--- src/tpc_cfg.svh ---
// Register map, field positions and counts for the transport packet capture channel
// Summary of operation
// Byte-wide input bus is sampled at each rising edge of the capture clock.
// Bytes are valid and stored only while capture valid is active.
// Packet start with capture valid begins a packet; first byte may hold any value.
// Once begun, every valid byte is stored until size is reached; starts never restart.
// 24-bit byte counter, read as two fields, ends the packet when equal to size.
// Packet size is the low 12-bit field joined under the high 12-bit field.
// Stored packet holds the marker byte and all payload bytes, none discarded.
// After a packet the channel idles until the next active packet start.
// Bytes are packed into 64-bit words before each capture FIFO write.
// With filtering on, an error in the first eight bytes drops data until next start.
// Otherwise the packet is kept whole and its timestamp carries the packet error flag.
// An early start still captures full size and sets the timestamp early start flag.
// The system must toggle the system time clock whenever this mode is used.
// Extension counter runs 0 to 299 on system time clock; each wrap bumps 33-bit base.
// With counter mode bit set, base counts every system clock; extension unused.
// System time is snapshot at each first byte and written after that packet's data.
// Software may load the system time counter, and reload it at any later time.
// Current system time is readable at any time through two registers.
// An event is raised at a programmed system time or after a programmed cycle count.
// Continuous mode: capture repeatedly, set completion flag each packet, ignore it.
// Noncontinuous: set flag each packet; halt after the next packet unless cleared.
// Single mode: set flag and capture nothing until cleared; both bits set is reserved.
// A DMA request is raised each time the programmed word threshold has accumulated.
`ifndef TPC_CFG_SVH
`define TPC_CFG_SVH

`define TPC_ADDR_W          8
`define TPC_ADDR_CTRL       8'h00
`define TPC_ADDR_SIZE       8'h04
`define TPC_ADDR_STATUS     8'h08
`define TPC_ADDR_THRESH     8'h0C
`define TPC_ADDR_STIME_LO   8'h10
`define TPC_ADDR_STIME_HI   8'h14
`define TPC_ADDR_ALARM_LO   8'h18
`define TPC_ADDR_ALARM_HI   8'h1C
`define TPC_ADDR_CYCLE      8'h20

`define TPC_CTRL_EN         0
`define TPC_CTRL_CONT       1
`define TPC_CTRL_SINGLE     2
`define TPC_CTRL_FILT       3
`define TPC_CTRL_CNTMODE    4
`define TPC_CTRL_ABS_EN     5
`define TPC_CTRL_CYC_EN     6

`define TPC_STAT_DONE       28
`define TPC_STAT_CMPL       29
`define TPC_STAT_ALARM      30

`define TPC_HI_EXT_LSB      16
`define TPC_SIZE_HI_LSB     16

`define TPC_EXT_LAST        9'h12B
`define TPC_FILTER_BYTES    24'h000008
`define TPC_FLAG_PACKET_ERROR_FLAG       63
`define TPC_FLAG_EARLY      62

`endif

--- src/tpc_pkg.sv ---
// Types shared by the transport packet capture channel
package tpc_pkg;
   typedef enum logic [1:0] {
      TPC_IDLE,
      TPC_CAPTURE,
      TPC_DROP
   } tpc_state_t;
endpackage

--- src/tpc_stc.sv ---
// System time counter: 33-bit base with 9-bit extension, loadable
`timescale 1ns/100ps
`include "tpc_cfg.svh"
module tpc_stc #(
   parameter int BASE_W = 33,
   parameter int EXT_W  = 9
) (
   input  wire logic              pclk,
   input  wire logic              presetn,
   input  wire logic              tick,
   input  wire logic              counter_mode_bit,
   input  wire logic              load,
   input  wire logic [BASE_W-1:0] load_base,
   input  wire logic [EXT_W-1:0]  load_ext,
   output logic      [BASE_W-1:0] base,
   output logic      [EXT_W-1:0]  ext
);
   always_ff @(posedge pclk or negedge presetn) begin
      if (!presetn) begin
         base <= '0;
         ext  <= '0;
      end else if (load) begin
         base <= load_base;
         ext  <= counter_mode_bit ? '0 : load_ext;
      end else if (tick) begin
         if (counter_mode_bit) begin
            base <= base + 1'b1;
            ext  <= '0;
         end else if (ext == EXT_W'(`TPC_EXT_LAST)) begin
            ext  <= '0;
            base <= base + 1'b1;
         end else begin
            ext <= ext + 1'b1;
         end
      end
   end
endmodule

--- src/tpc_capture.sv ---
// Transport packet capture channel with APB registers and system time stamping
//
// Added by the designer: the APB interface to the registers and the placing of the registers.
`timescale 1ns/100ps
`include "tpc_cfg.svh"
module tpc_capture
   import tpc_pkg::*;
#(
   parameter int CNT_W = 24,
   parameter int THR_W = 16
) (
   input  wire logic                  pclk,
   input  wire logic                  presetn,
   input  wire logic                  psel,
   input  wire logic                  penable,
   input  wire logic                  pwrite,
   input  wire logic [`TPC_ADDR_W-1:0] paddr,
   input  wire logic [31:0]           pwdata,
   output logic      [31:0]           prdata,
   output logic                       pready,
   output logic                       pslverr,
   input  wire logic                  capture_clock_in,
   input  wire logic [7:0]            capture_data_in,
   input  wire logic                  packet_start_in,
   input  wire logic                  capture_valid_in,
   input  wire logic                  packet_error_in,
   input  wire logic                  system_time_clock_in,
   output logic                       fifo_wr_valid,
   output logic      [63:0]           fifo_wr_data,
   output logic                       dma_request,
   output logic                       time_event
);
   // Pin synchroniser bit positions
   localparam int SY_ERR = 8;
   localparam int SY_VAL = 9;
   localparam int SY_STA = 10;
   localparam int SY_CCK = 11;
   localparam int SY_SCK = 12;

   logic [12:0]      sync1;
   logic [12:0]      sync2;
   logic             cap_clk_d;
   logic             st_clk_d;
   logic             byte_take;
   logic             st_tick;

   logic             capture_channel_enable;
   logic             continuous_mode;
   logic             single_mode;
   logic             error_filter_enable;
   logic             counter_mode_bit;
   logic             abs_alarm_en;
   logic             cyc_alarm_en;
   logic [11:0]      size_low_field;
   logic [11:0]      size_high_field;
   logic [THR_W-1:0] dma_threshold_field;
   logic [31:0]      load_low;
   logic [32:0]      alarm_base;
   logic [8:0]       alarm_ext;
   logic [31:0]      cycle_interval;
   logic             completion_flag;
   logic             capture_complete_status;
   logic             alarm_flag;

   tpc_state_t       state;
   logic [CNT_W-1:0] count;
   logic [63:0]      pack;
   logic             packet_error_flag;
   logic             early;
   logic [32:0]      ts_base;
   logic [8:0]       ts_ext;
   logic [63:0]      ts_word;
   logic             ts_pending;
   logic             packet_done;
   logic             halt_pending;
   logic [THR_W-1:0] word_count;
   logic [31:0]      cycle_count;
   logic             time_match_d;

   logic [32:0]      stc_base;
   logic [8:0]       stc_ext;
   logic             stc_load;

   logic             apb_write;
   logic             apb_setup_read;
   logic             addr_ok;
   logic [31:0]      next_rdata;

   logic             allowed;
   logic             take_start;
   logic             take_cont;
   logic             accept;
   logic             drop;
   logic [CNT_W-1:0] base_count;
   logic [CNT_W-1:0] new_count;
   logic [63:0]      byte_word;
   logic             last;
   logic             emit;
   logic             next_packet_error_flag;
   logic             next_early;
   logic [CNT_W-1:0] packet_size_limit;
   logic             eff_cont;
   logic             time_match;

   // Two stages before any logic looks at a pin; clock edges found on stage two
   always_ff @(posedge pclk or negedge presetn) begin
      if (!presetn) begin
         sync1     <= 13'h0000;
         sync2     <= 13'h0000;
         cap_clk_d <= 1'b0;
         st_clk_d  <= 1'b0;
      end else begin
         sync1     <= {system_time_clock_in, capture_clock_in, packet_start_in,
                       capture_valid_in, packet_error_in, capture_data_in};
         sync2     <= sync1;
         cap_clk_d <= sync2[SY_CCK];
         st_clk_d  <= sync2[SY_SCK];
      end
   end

   // Data travels with the clock through the same stages, so it stays aligned
   assign byte_take = sync2[SY_CCK] & ~cap_clk_d & sync2[SY_VAL];
   assign st_tick   = sync2[SY_SCK] & ~st_clk_d;

   // APB slave: zero wait states, read data registered in the setup cycle
   assign apb_write      = psel & penable & pwrite;
   assign apb_setup_read = psel & ~penable & ~pwrite;
   assign pready         = 1'b1;
   assign pslverr        = psel & penable & ~addr_ok;

   always_comb begin
      addr_ok    = 1'b1;
      next_rdata = 32'h0000_0000;
      unique case (paddr)
         `TPC_ADDR_CTRL:     next_rdata = {25'h0, cyc_alarm_en, abs_alarm_en, counter_mode_bit,
                                           error_filter_enable, single_mode, continuous_mode,
                                           capture_channel_enable};
         `TPC_ADDR_SIZE:     next_rdata = {4'h0, size_high_field, 4'h0, size_low_field};
         `TPC_ADDR_STATUS:   next_rdata = {1'b0, alarm_flag, capture_complete_status, completion_flag,
                                           count[23:12], 4'h0, count[11:0]};
         `TPC_ADDR_THRESH:   next_rdata = {{(32-THR_W){1'b0}}, dma_threshold_field};
         `TPC_ADDR_STIME_LO: next_rdata = stc_base[31:0];
         `TPC_ADDR_STIME_HI: next_rdata = {7'h00, stc_ext, 15'h0000, stc_base[32]};
         `TPC_ADDR_ALARM_LO: next_rdata = alarm_base[31:0];
         `TPC_ADDR_ALARM_HI: next_rdata = {7'h00, alarm_ext, 15'h0000, alarm_base[32]};
         `TPC_ADDR_CYCLE:    next_rdata = cycle_interval;
         default:            addr_ok = 1'b0;
      endcase
   end

   always_ff @(posedge pclk or negedge presetn) begin
      if (!presetn) begin
         prdata <= 32'h0000_0000;
      end else if (apb_setup_read) begin
         prdata <= next_rdata;
      end
   end

   // Control and configuration registers
   always_ff @(posedge pclk or negedge presetn) begin
      if (!presetn) begin
         capture_channel_enable <= 1'b0;
         continuous_mode        <= 1'b0;
         single_mode            <= 1'b0;
         error_filter_enable    <= 1'b0;
         counter_mode_bit       <= 1'b0;
         abs_alarm_en           <= 1'b0;
         cyc_alarm_en           <= 1'b0;
         size_low_field         <= 12'h000;
         size_high_field        <= 12'h000;
         dma_threshold_field    <= '0;
         load_low               <= 32'h0000_0000;
         alarm_base             <= 33'h0_0000_0000;
         alarm_ext              <= 9'h000;
         cycle_interval         <= 32'h0000_0000;
      end else if (apb_write) begin
         unique case (paddr)
            `TPC_ADDR_CTRL: begin
               capture_channel_enable <= pwdata[`TPC_CTRL_EN];
               continuous_mode        <= pwdata[`TPC_CTRL_CONT];
               single_mode            <= pwdata[`TPC_CTRL_SINGLE];
               error_filter_enable    <= pwdata[`TPC_CTRL_FILT];
               counter_mode_bit       <= pwdata[`TPC_CTRL_CNTMODE];
               abs_alarm_en           <= pwdata[`TPC_CTRL_ABS_EN];
               cyc_alarm_en           <= pwdata[`TPC_CTRL_CYC_EN];
            end
            `TPC_ADDR_SIZE: begin
               size_low_field  <= pwdata[11:0];
               size_high_field <= pwdata[`TPC_SIZE_HI_LSB +: 12];
            end
            `TPC_ADDR_THRESH:   dma_threshold_field <= pwdata[THR_W-1:0];
            `TPC_ADDR_STIME_LO: load_low <= pwdata;
            `TPC_ADDR_ALARM_LO: alarm_base[31:0] <= pwdata;
            `TPC_ADDR_ALARM_HI: begin
               alarm_base[32] <= pwdata[0];
               alarm_ext      <= pwdata[`TPC_HI_EXT_LSB +: 9];
            end
            `TPC_ADDR_CYCLE:    cycle_interval <= pwdata;
            default: begin
            end
         endcase
      end
   end

   // Writing the high half commits the whole load, so a reload is never torn
   assign stc_load = apb_write & (paddr == `TPC_ADDR_STIME_HI);

   tpc_stc #(
      .BASE_W (33),
      .EXT_W  (9)
   ) u_stc (
      .pclk             (pclk),
      .presetn          (presetn),
      .tick             (st_tick),
      .counter_mode_bit (counter_mode_bit),
      .load             (stc_load),
      .load_base        ({pwdata[0], load_low}),
      .load_ext         (pwdata[`TPC_HI_EXT_LSB +: 9]),
      .base             (stc_base),
      .ext              (stc_ext)
   );

   // Capture decision for the byte on hand
   assign packet_size_limit = {size_high_field, size_low_field};
   assign eff_cont = continuous_mode & ~single_mode; // Reserved pair acts as single
   assign allowed  = capture_channel_enable & ~halt_pending & ~(single_mode & completion_flag);

   always_comb begin
      take_start = byte_take & sync2[SY_STA] & allowed & (state != TPC_CAPTURE);
      take_cont  = byte_take & (state == TPC_CAPTURE);
      accept     = take_start | take_cont;
      base_count = (state == TPC_CAPTURE) ? count : '0;
      new_count  = base_count + 1'b1;
      byte_word  = ((state == TPC_CAPTURE) ? pack : 64'h0) |
                   (64'(sync2[7:0]) << {base_count[2:0], 3'b000});
      last       = (new_count == packet_size_limit);
      emit       = last | (base_count[2:0] == 3'h7);
      drop       = accept & error_filter_enable & sync2[SY_ERR] &
                   (base_count < CNT_W'(`TPC_FILTER_BYTES));
      next_packet_error_flag  = ((state == TPC_CAPTURE) & packet_error_flag) | sync2[SY_ERR];
      next_early = (state == TPC_CAPTURE) & (early | sync2[SY_STA]);
   end

   // Packet state, packing and FIFO writes
   always_ff @(posedge pclk or negedge presetn) begin
      if (!presetn) begin
         state         <= TPC_IDLE;
         count         <= '0;
         pack          <= 64'h0;
         packet_error_flag          <= 1'b0;
         early         <= 1'b0;
         ts_base       <= 33'h0_0000_0000;
         ts_ext        <= 9'h000;
         ts_word       <= 64'h0;
         ts_pending    <= 1'b0;
         packet_done   <= 1'b0;
         fifo_wr_valid <= 1'b0;
         fifo_wr_data  <= 64'h0;
      end else begin
         fifo_wr_valid <= 1'b0;
         packet_done   <= 1'b0;
         // Byte edges are several cycles apart, so the stamp never meets a data word
         if (ts_pending) begin
            fifo_wr_valid <= 1'b1;
            fifo_wr_data  <= ts_word;
            ts_pending    <= 1'b0;
         end
         if (take_start) begin
            ts_base <= stc_base;
            ts_ext  <= stc_ext;
         end
         if (drop) begin
            // The error falls within the first word, so nothing has reached the FIFO yet; the partial word is lost
            state <= TPC_DROP;
            pack  <= 64'h0;
            count <= '0;
         end else if (accept) begin
            count <= new_count;
            packet_error_flag  <= next_packet_error_flag;
            early <= next_early;
            if (emit) begin
               fifo_wr_valid <= 1'b1;
               fifo_wr_data  <= byte_word;
               pack          <= 64'h0;
            end else begin
               pack <= byte_word;
            end
            if (last) begin
               state       <= TPC_IDLE;
               packet_done <= 1'b1;
               ts_pending  <= 1'b1;
               ts_word     <= {next_packet_error_flag, next_early, 20'h00000,
                               take_start ? stc_ext : ts_ext,
                               take_start ? stc_base : ts_base};
            end else begin
               state <= TPC_CAPTURE;
            end
         end
      end
   end

   // Completion flag and halt control; a new completion wins over a clear
   always_ff @(posedge pclk or negedge presetn) begin
      if (!presetn) begin
         completion_flag         <= 1'b0;
         capture_complete_status <= 1'b0;
         halt_pending            <= 1'b0;
      end else begin
         if (packet_done) begin
            completion_flag         <= 1'b1;
            capture_complete_status <= 1'b1;
         end else if (apb_write && paddr == `TPC_ADDR_STATUS) begin
            if (pwdata[`TPC_STAT_DONE]) begin
               completion_flag <= 1'b0;
            end
            if (pwdata[`TPC_STAT_CMPL]) begin
               capture_complete_status <= 1'b0;
            end
         end
         if (packet_done && !eff_cont && !single_mode && completion_flag) begin
            halt_pending <= 1'b1;
         end else if (!completion_flag || eff_cont) begin
            halt_pending <= 1'b0;
         end
      end
   end

   // DMA request once per threshold of 64-bit words written
   always_ff @(posedge pclk or negedge presetn) begin
      if (!presetn) begin
         word_count  <= '0;
         dma_request <= 1'b0;
      end else begin
         dma_request <= 1'b0;
         if (fifo_wr_valid && dma_threshold_field != '0) begin
            if (word_count + 1'b1 == dma_threshold_field) begin
               word_count  <= '0;
               dma_request <= 1'b1;
            end else begin
               word_count <= word_count + 1'b1;
            end
         end
      end
   end

   // Time events: absolute match on counter change, or interval of system clocks
   assign time_match = ({stc_base, stc_ext} == {alarm_base, alarm_ext});

   always_ff @(posedge pclk or negedge presetn) begin
      if (!presetn) begin
         cycle_count  <= 32'h0000_0000;
         time_match_d <= 1'b0;
         alarm_flag   <= 1'b0;
      end else begin
         time_match_d <= time_match;
         if (!cyc_alarm_en) begin
            cycle_count <= 32'h0000_0000;
         end else if (st_tick) begin
            cycle_count <= (cycle_count + 1'b1 == cycle_interval) ? 32'h0000_0000 : cycle_count + 1'b1;
         end
         if ((abs_alarm_en && time_match && !time_match_d) ||
             (cyc_alarm_en && st_tick && cycle_interval != 32'h0000_0000 &&
              cycle_count + 1'b1 == cycle_interval)) begin
            alarm_flag <= 1'b1;
         end else if (apb_write && paddr == `TPC_ADDR_STATUS && pwdata[`TPC_STAT_ALARM]) begin
            alarm_flag <= 1'b0;
         end
      end
   end
   assign time_event = alarm_flag;
endmodule

--- config.mk ---
export PLATFORM = sky130hd
export DESIGN_NAME = tpc_capture
export DESIGN_NICKNAME = d
export VERILOG_FILES = /design/src/tpc_pkg.sv /design/src/tpc_stc.sv /design/src/tpc_capture.sv
export VERILOG_INCLUDE_DIRS = /design/src
export SDC_FILE = /design/constraint.sdc
export NUM_CORES = 1
export LEC_CHECK = 0
export ABC_AREA = 0
export BUFFER_PORTS_ARGS = -buffer_cell sky130_fd_sc_hd__buf_4
export CORE_MARGIN = 4
export CORE_UTILIZATION = 60
export DETAILED_ROUTE_END_ITERATION = 7
export PLACE_DENSITY = 0.79
export SYNTH_ARGS = -nofsm -noshare
export SYNTH_HDL_FRONTEND = slang
export SYNTH_SLANG_ARGS = --single-unit
--- constraint.sdc ---
create_clock -name pclk -period 14.9 [get_ports pclk]
set_input_delay 2.98 -clock pclk [delete_from_list [all_inputs] [get_ports pclk]]
set_output_delay 2.98 -clock pclk [all_outputs]
set_load 0.03 [all_outputs]
==> Implementation_results.wiki <==
{| class="wikitable"
! Metric !! Value
|-
| Number of core rows || between 70 and 80
|-
| Min Tclk post-route || approximately 7500 ps
|-
| Hold crit path type || reg2reg
|-
| Count of pins over their slew limit || 0
|-
| Commonest register cell after synthesis || sky130_fd_sc_hd__dfrtp_1
|-
| Initial drt markers || between 3000 and 4000
|-
| Biggest fanout along the worst timing path || 34
|-
| Number of setup violations in the final report || 0
|-
| Die footprint || between 40000 and 50000 um^2
|-
| Number of flops mapped to enable cells by yosys || 0
|-
| Synth top area cells || sky130_fd_sc_hd__dfrtp_1, sky130_fd_sc_hd__mux2_2, sky130_fd_sc_hd__mux2i_1
|-
| Pin count of the biggest net entering global routing || 125
|-
| Busiest grt layer || met2
|-
| Num CTS Buffers || 56
|-
| Placeable core region || roughly 45000 um^2
|-
| FFs w/ async S/R, synth || between 90% and 100%
|-
| Top cells by count, synth || sky130_fd_sc_hd__dfrtp_1, sky130_fd_sc_hd__nand2_1, sky130_fd_sc_hd__mux2_2
|-
| Total negative slack || 0 ps
|-
| Post-synthesis cell type with the largest combined area || sky130_fd_sc_hd__dfrtp_1
|-
| Number of hold-repair buffers added at the cts stage || 0
|-
| Met1 Usage GRT || approximately 48%
|-
| Mean instance size in the synthesized netlist || 10.49 um^2
|-
| Maximum vdd drop || 106.1 uV
|-
| Unrepaired setup endpoints after global routing || no
|-
| Layout cell share with drive strength beyond 1 || between 20 and 25%
|-
| Library cells used by synthesis || 78
|-
| Req. time, crit path || roughly 12000 ps
|-
| Reg2Reg Depth || 13
|-
| Layout Area Growth over Synthesis || 12.27%
|-
| Reg-to-reg slack, setup || approximately 9000 ps
|-
| Cell with the most instances after synthesis || sky130_fd_sc_hd__dfrtp_1
|-
| Clock Tree Root || sky130_fd_sc_hd__clkbuf_16
|-
| Drt via density || 6.799
|-
| Post-cts repair resize count || 0
|-
| Clock sinks || 553
|-
| GR met3 Demand/Resource || roughly 7.1%
|-
| Post-detailed-placement half-perimeter wirelength || roughly 60 mm
|-
| Final Core Density || 68.36%
|-
| Slew Limit Headroom || between 15 and 20%
|-
| Number of detailed-route iterations in the first pass || 8
|-
| Sort of element at the start of the critical path || input pin
|-
| Lkg Pwr || between 0.01 and 0.015 uW
|-
| Number of buffers inserted by port buffering || between 150 and 200
|-
| Worst Path Arrival || roughly 4500 ps
|-
| CTS tree || done
|-
| Weighted congestion at the end of routability-driven global placement || between 0.9 and 1
|-
| Syn. warnings || 0
|-
| Count of inserted antenna diode cells || 0
|-
| Post-detailed-placement cell area || about 29000 um^2
|-
| Number of hold-slack violations in the final timing report || 0
|-
| Fin crit share || about half
|-
| Beginning of the worst register-to-register path || state[0]$_DFFE_PN0P_
|-
| Die Span Y || roughly 220 um
|-
| Initial core utilization || roughly three fifths
|-
| Number of remaining DRC errors || 5
|-
| Failing checks || DRC
|-
| Result of the run || finished, violations left
|-
| Vias in the first global route || 22310
|-
| Crit path setup slack, layout || 7389 ps
|-
| Net count after synthesis || between 2000 and 3000
|-
| Clock transition at the registers of the reported paths || about 60 ps
|-
| Post-synthesis sequential element count || between 500 and 600
|-
| Initial antenna violation count || 2
|-
| Layout Nets || 2751
|-
| Combined area of all synthesized cells || 27690 um^2
|-
| Type of the worst setup path || in2out
|-
| Gate count of the mapped netlist || roughly 2600
|-
| Hold path endpoint || sync2[5]$_DFF_PN0_
|-
| Area of all placed cells without fillers || roughly 31000 um^2
|-
| Maximum buffer depth of the clock tree || 3
|-
| Antenna violation net count after detailed routing || 0
|-
| Met2 global-route usage || 53.78%
|-
| Number of ports placed on the die boundary || 159
|-
| Horiz. Die Dim || between 200 and 250 um
|-
| Total routed wirelength || 87.31 mm
|-
| Fmax || around 130 MHz
|-
| Number of instances on the worst hold path || 0
|-
| Post-CTS Repair Setup Buffers || 0
|-
| Placement-stage worst setup slack || between 7000 and 8000 ps
|-
| Post-synthesis sequential area ratio || roughly half
|-
| Overall routing resource usage || a little over a third
|-
| Portion of synthesized cell area occupied by the leading cell type || 49.97%
|-
| Worst skew pair latency || between 600 and 700 ps
|-
| Leftover overflow at the end of global routing || 0
|-
| Critical path capture point type || primary output
|-
| Via Count || 22630
|-
| First-pass GRT wire length || between 100 and 150 mm
|-
| Max-cap check violation count || 0
|-
| Power density cells || 109.3 nW/um^2
|-
| Final routed wire length divided by cell count || between 20 and 30 um
|-
| Max H-tree Level || 2
|-
| Final setup skew || around 23 ps
|-
| Slew of the pin with the lowest slew margin || ~1200 ps
|-
| Worst Min Path Start || sync1[5]$_DFF_PN0_
|-
| Reg-to-reg critical path endpoint || pack[8]$_DFFE_PN0P_
|}
-- stage by stage --
stage          std cells  hold WS (ps)  total power [uW]
2_1_floorplan       2639         331.2              1770
3_3_place_gp        3229         332.2              1913
3_5_place_dp        3229         335.8              1922
4_1_cts             3328         350.0              3404
5_1_grt             3328         353.5              3504
6_report            3328         346.1              3399
-- critical path: stages --
cell and delay (ps):
sky130_fd_sc_hd__buf_4 120, sky130_fd_sc_hd__nor3_1 330, sky130_fd_sc_hd__nand2_1 160, sky130_fd_sc_hd__nor4_2 240
sky130_fd_sc_hd__buf_4 420, sky130_fd_sc_hd__a211oi_1 80, sky130_fd_sc_hd__buf_4 190
-- logic make-up after synthesis --
| family | share of synthesized area (%) |
|---|---|
| xor+xnor | 4.875 |
| fa+ha+maj | 0.2711 |
| buf+inv | 3.438 |
| other cells | 0.01354 |
| simple gates | 14.03 |
| mux | 14.13 |
| flops | 49.97 |
| compound gates | 13.27 |
-- report_power, final --
part           internal, uW  switching (uW)  leakage, uW
Clock                   887             609     0.000958
Combinational          87.3             200      0.00569
Sequential             1550            69.5      0.00746
-- cells in the final DEF (no fill, tap or decap), types with 28 or more instances in the layout --
cell,instances
sky130_fd_sc_hd__nor2_1,173
sky130_fd_sc_hd__xor2_1,51
sky130_fd_sc_hd__nand4_1,46
sky130_fd_sc_hd__dfrtp_1,552
sky130_fd_sc_hd__a22oi_1,46
sky130_fd_sc_hd__and3_1,41
sky130_fd_sc_hd__a21oi_1,98
sky130_fd_sc_hd__xnor2_1,98
sky130_fd_sc_hd__nor3_1,49
sky130_fd_sc_hd__nand2_1,226
sky130_fd_sc_hd__a31oi_1,44
sky130_fd_sc_hd__clkbuf_16,57
sky130_fd_sc_hd__nor4_1,33
sky130_fd_sc_hd__inv_1,28
sky130_fd_sc_hd__mux2_2,224
sky130_fd_sc_hd__nand3_1,71
sky130_fd_sc_hd__mux2i_1,115
sky130_fd_sc_hd__buf_4,191
sky130_fd_sc_hd__o21ai_0,174
-- registers in the layout, summed over array words and instances (netlist names), 13 cells and up --
register / count
fifo_wr_data: 64
pack: 64
ts_word: 44
alarm_base: 33
ts_base: 33
u_stc.base: 33
cycle_count: 32
cycle_interval: 32
load_low: 32
prdata: 32
count: 24
dma_threshold_field: 16
word_count: 16
sync1: 13
sync2: 13
-- final cells by class --
type	instances	area, um^2
tap	600	750.7
timing repair buffer	192	1449
clock buffer	81	1647
clock inverter	18	311.5
inverter	28	105.1
fill	3455	14390
multi-input combinational	1856	12990
sequential	553	13840
-- layer usage --
layer / routed length [um] / part of all wire [%]
met1: 34250 / 39
met2: 39970 / 46
met3: 8237 / 9.4
met4: 4848 / 5.6
met5: 10 / 0.011
-- how the worst max path moves through the flow --
stage / end / slack (ps) / cells past startpoint / from
floorplan: pslverr / 7440 / 5 / paddr[3]
global placement: pslverr / 7460 / 7 / paddr[3]
detailed placement: pslverr / 7420 / 7 / paddr[3]
CTS: pslverr / 7410 / 7 / paddr[3]
global route: pslverr / 7280 / 7 / paddr[3]
finish: pslverr / 7390 / 7 / paddr[3]
Note: power is estimated with default switching activity, not from simulation.
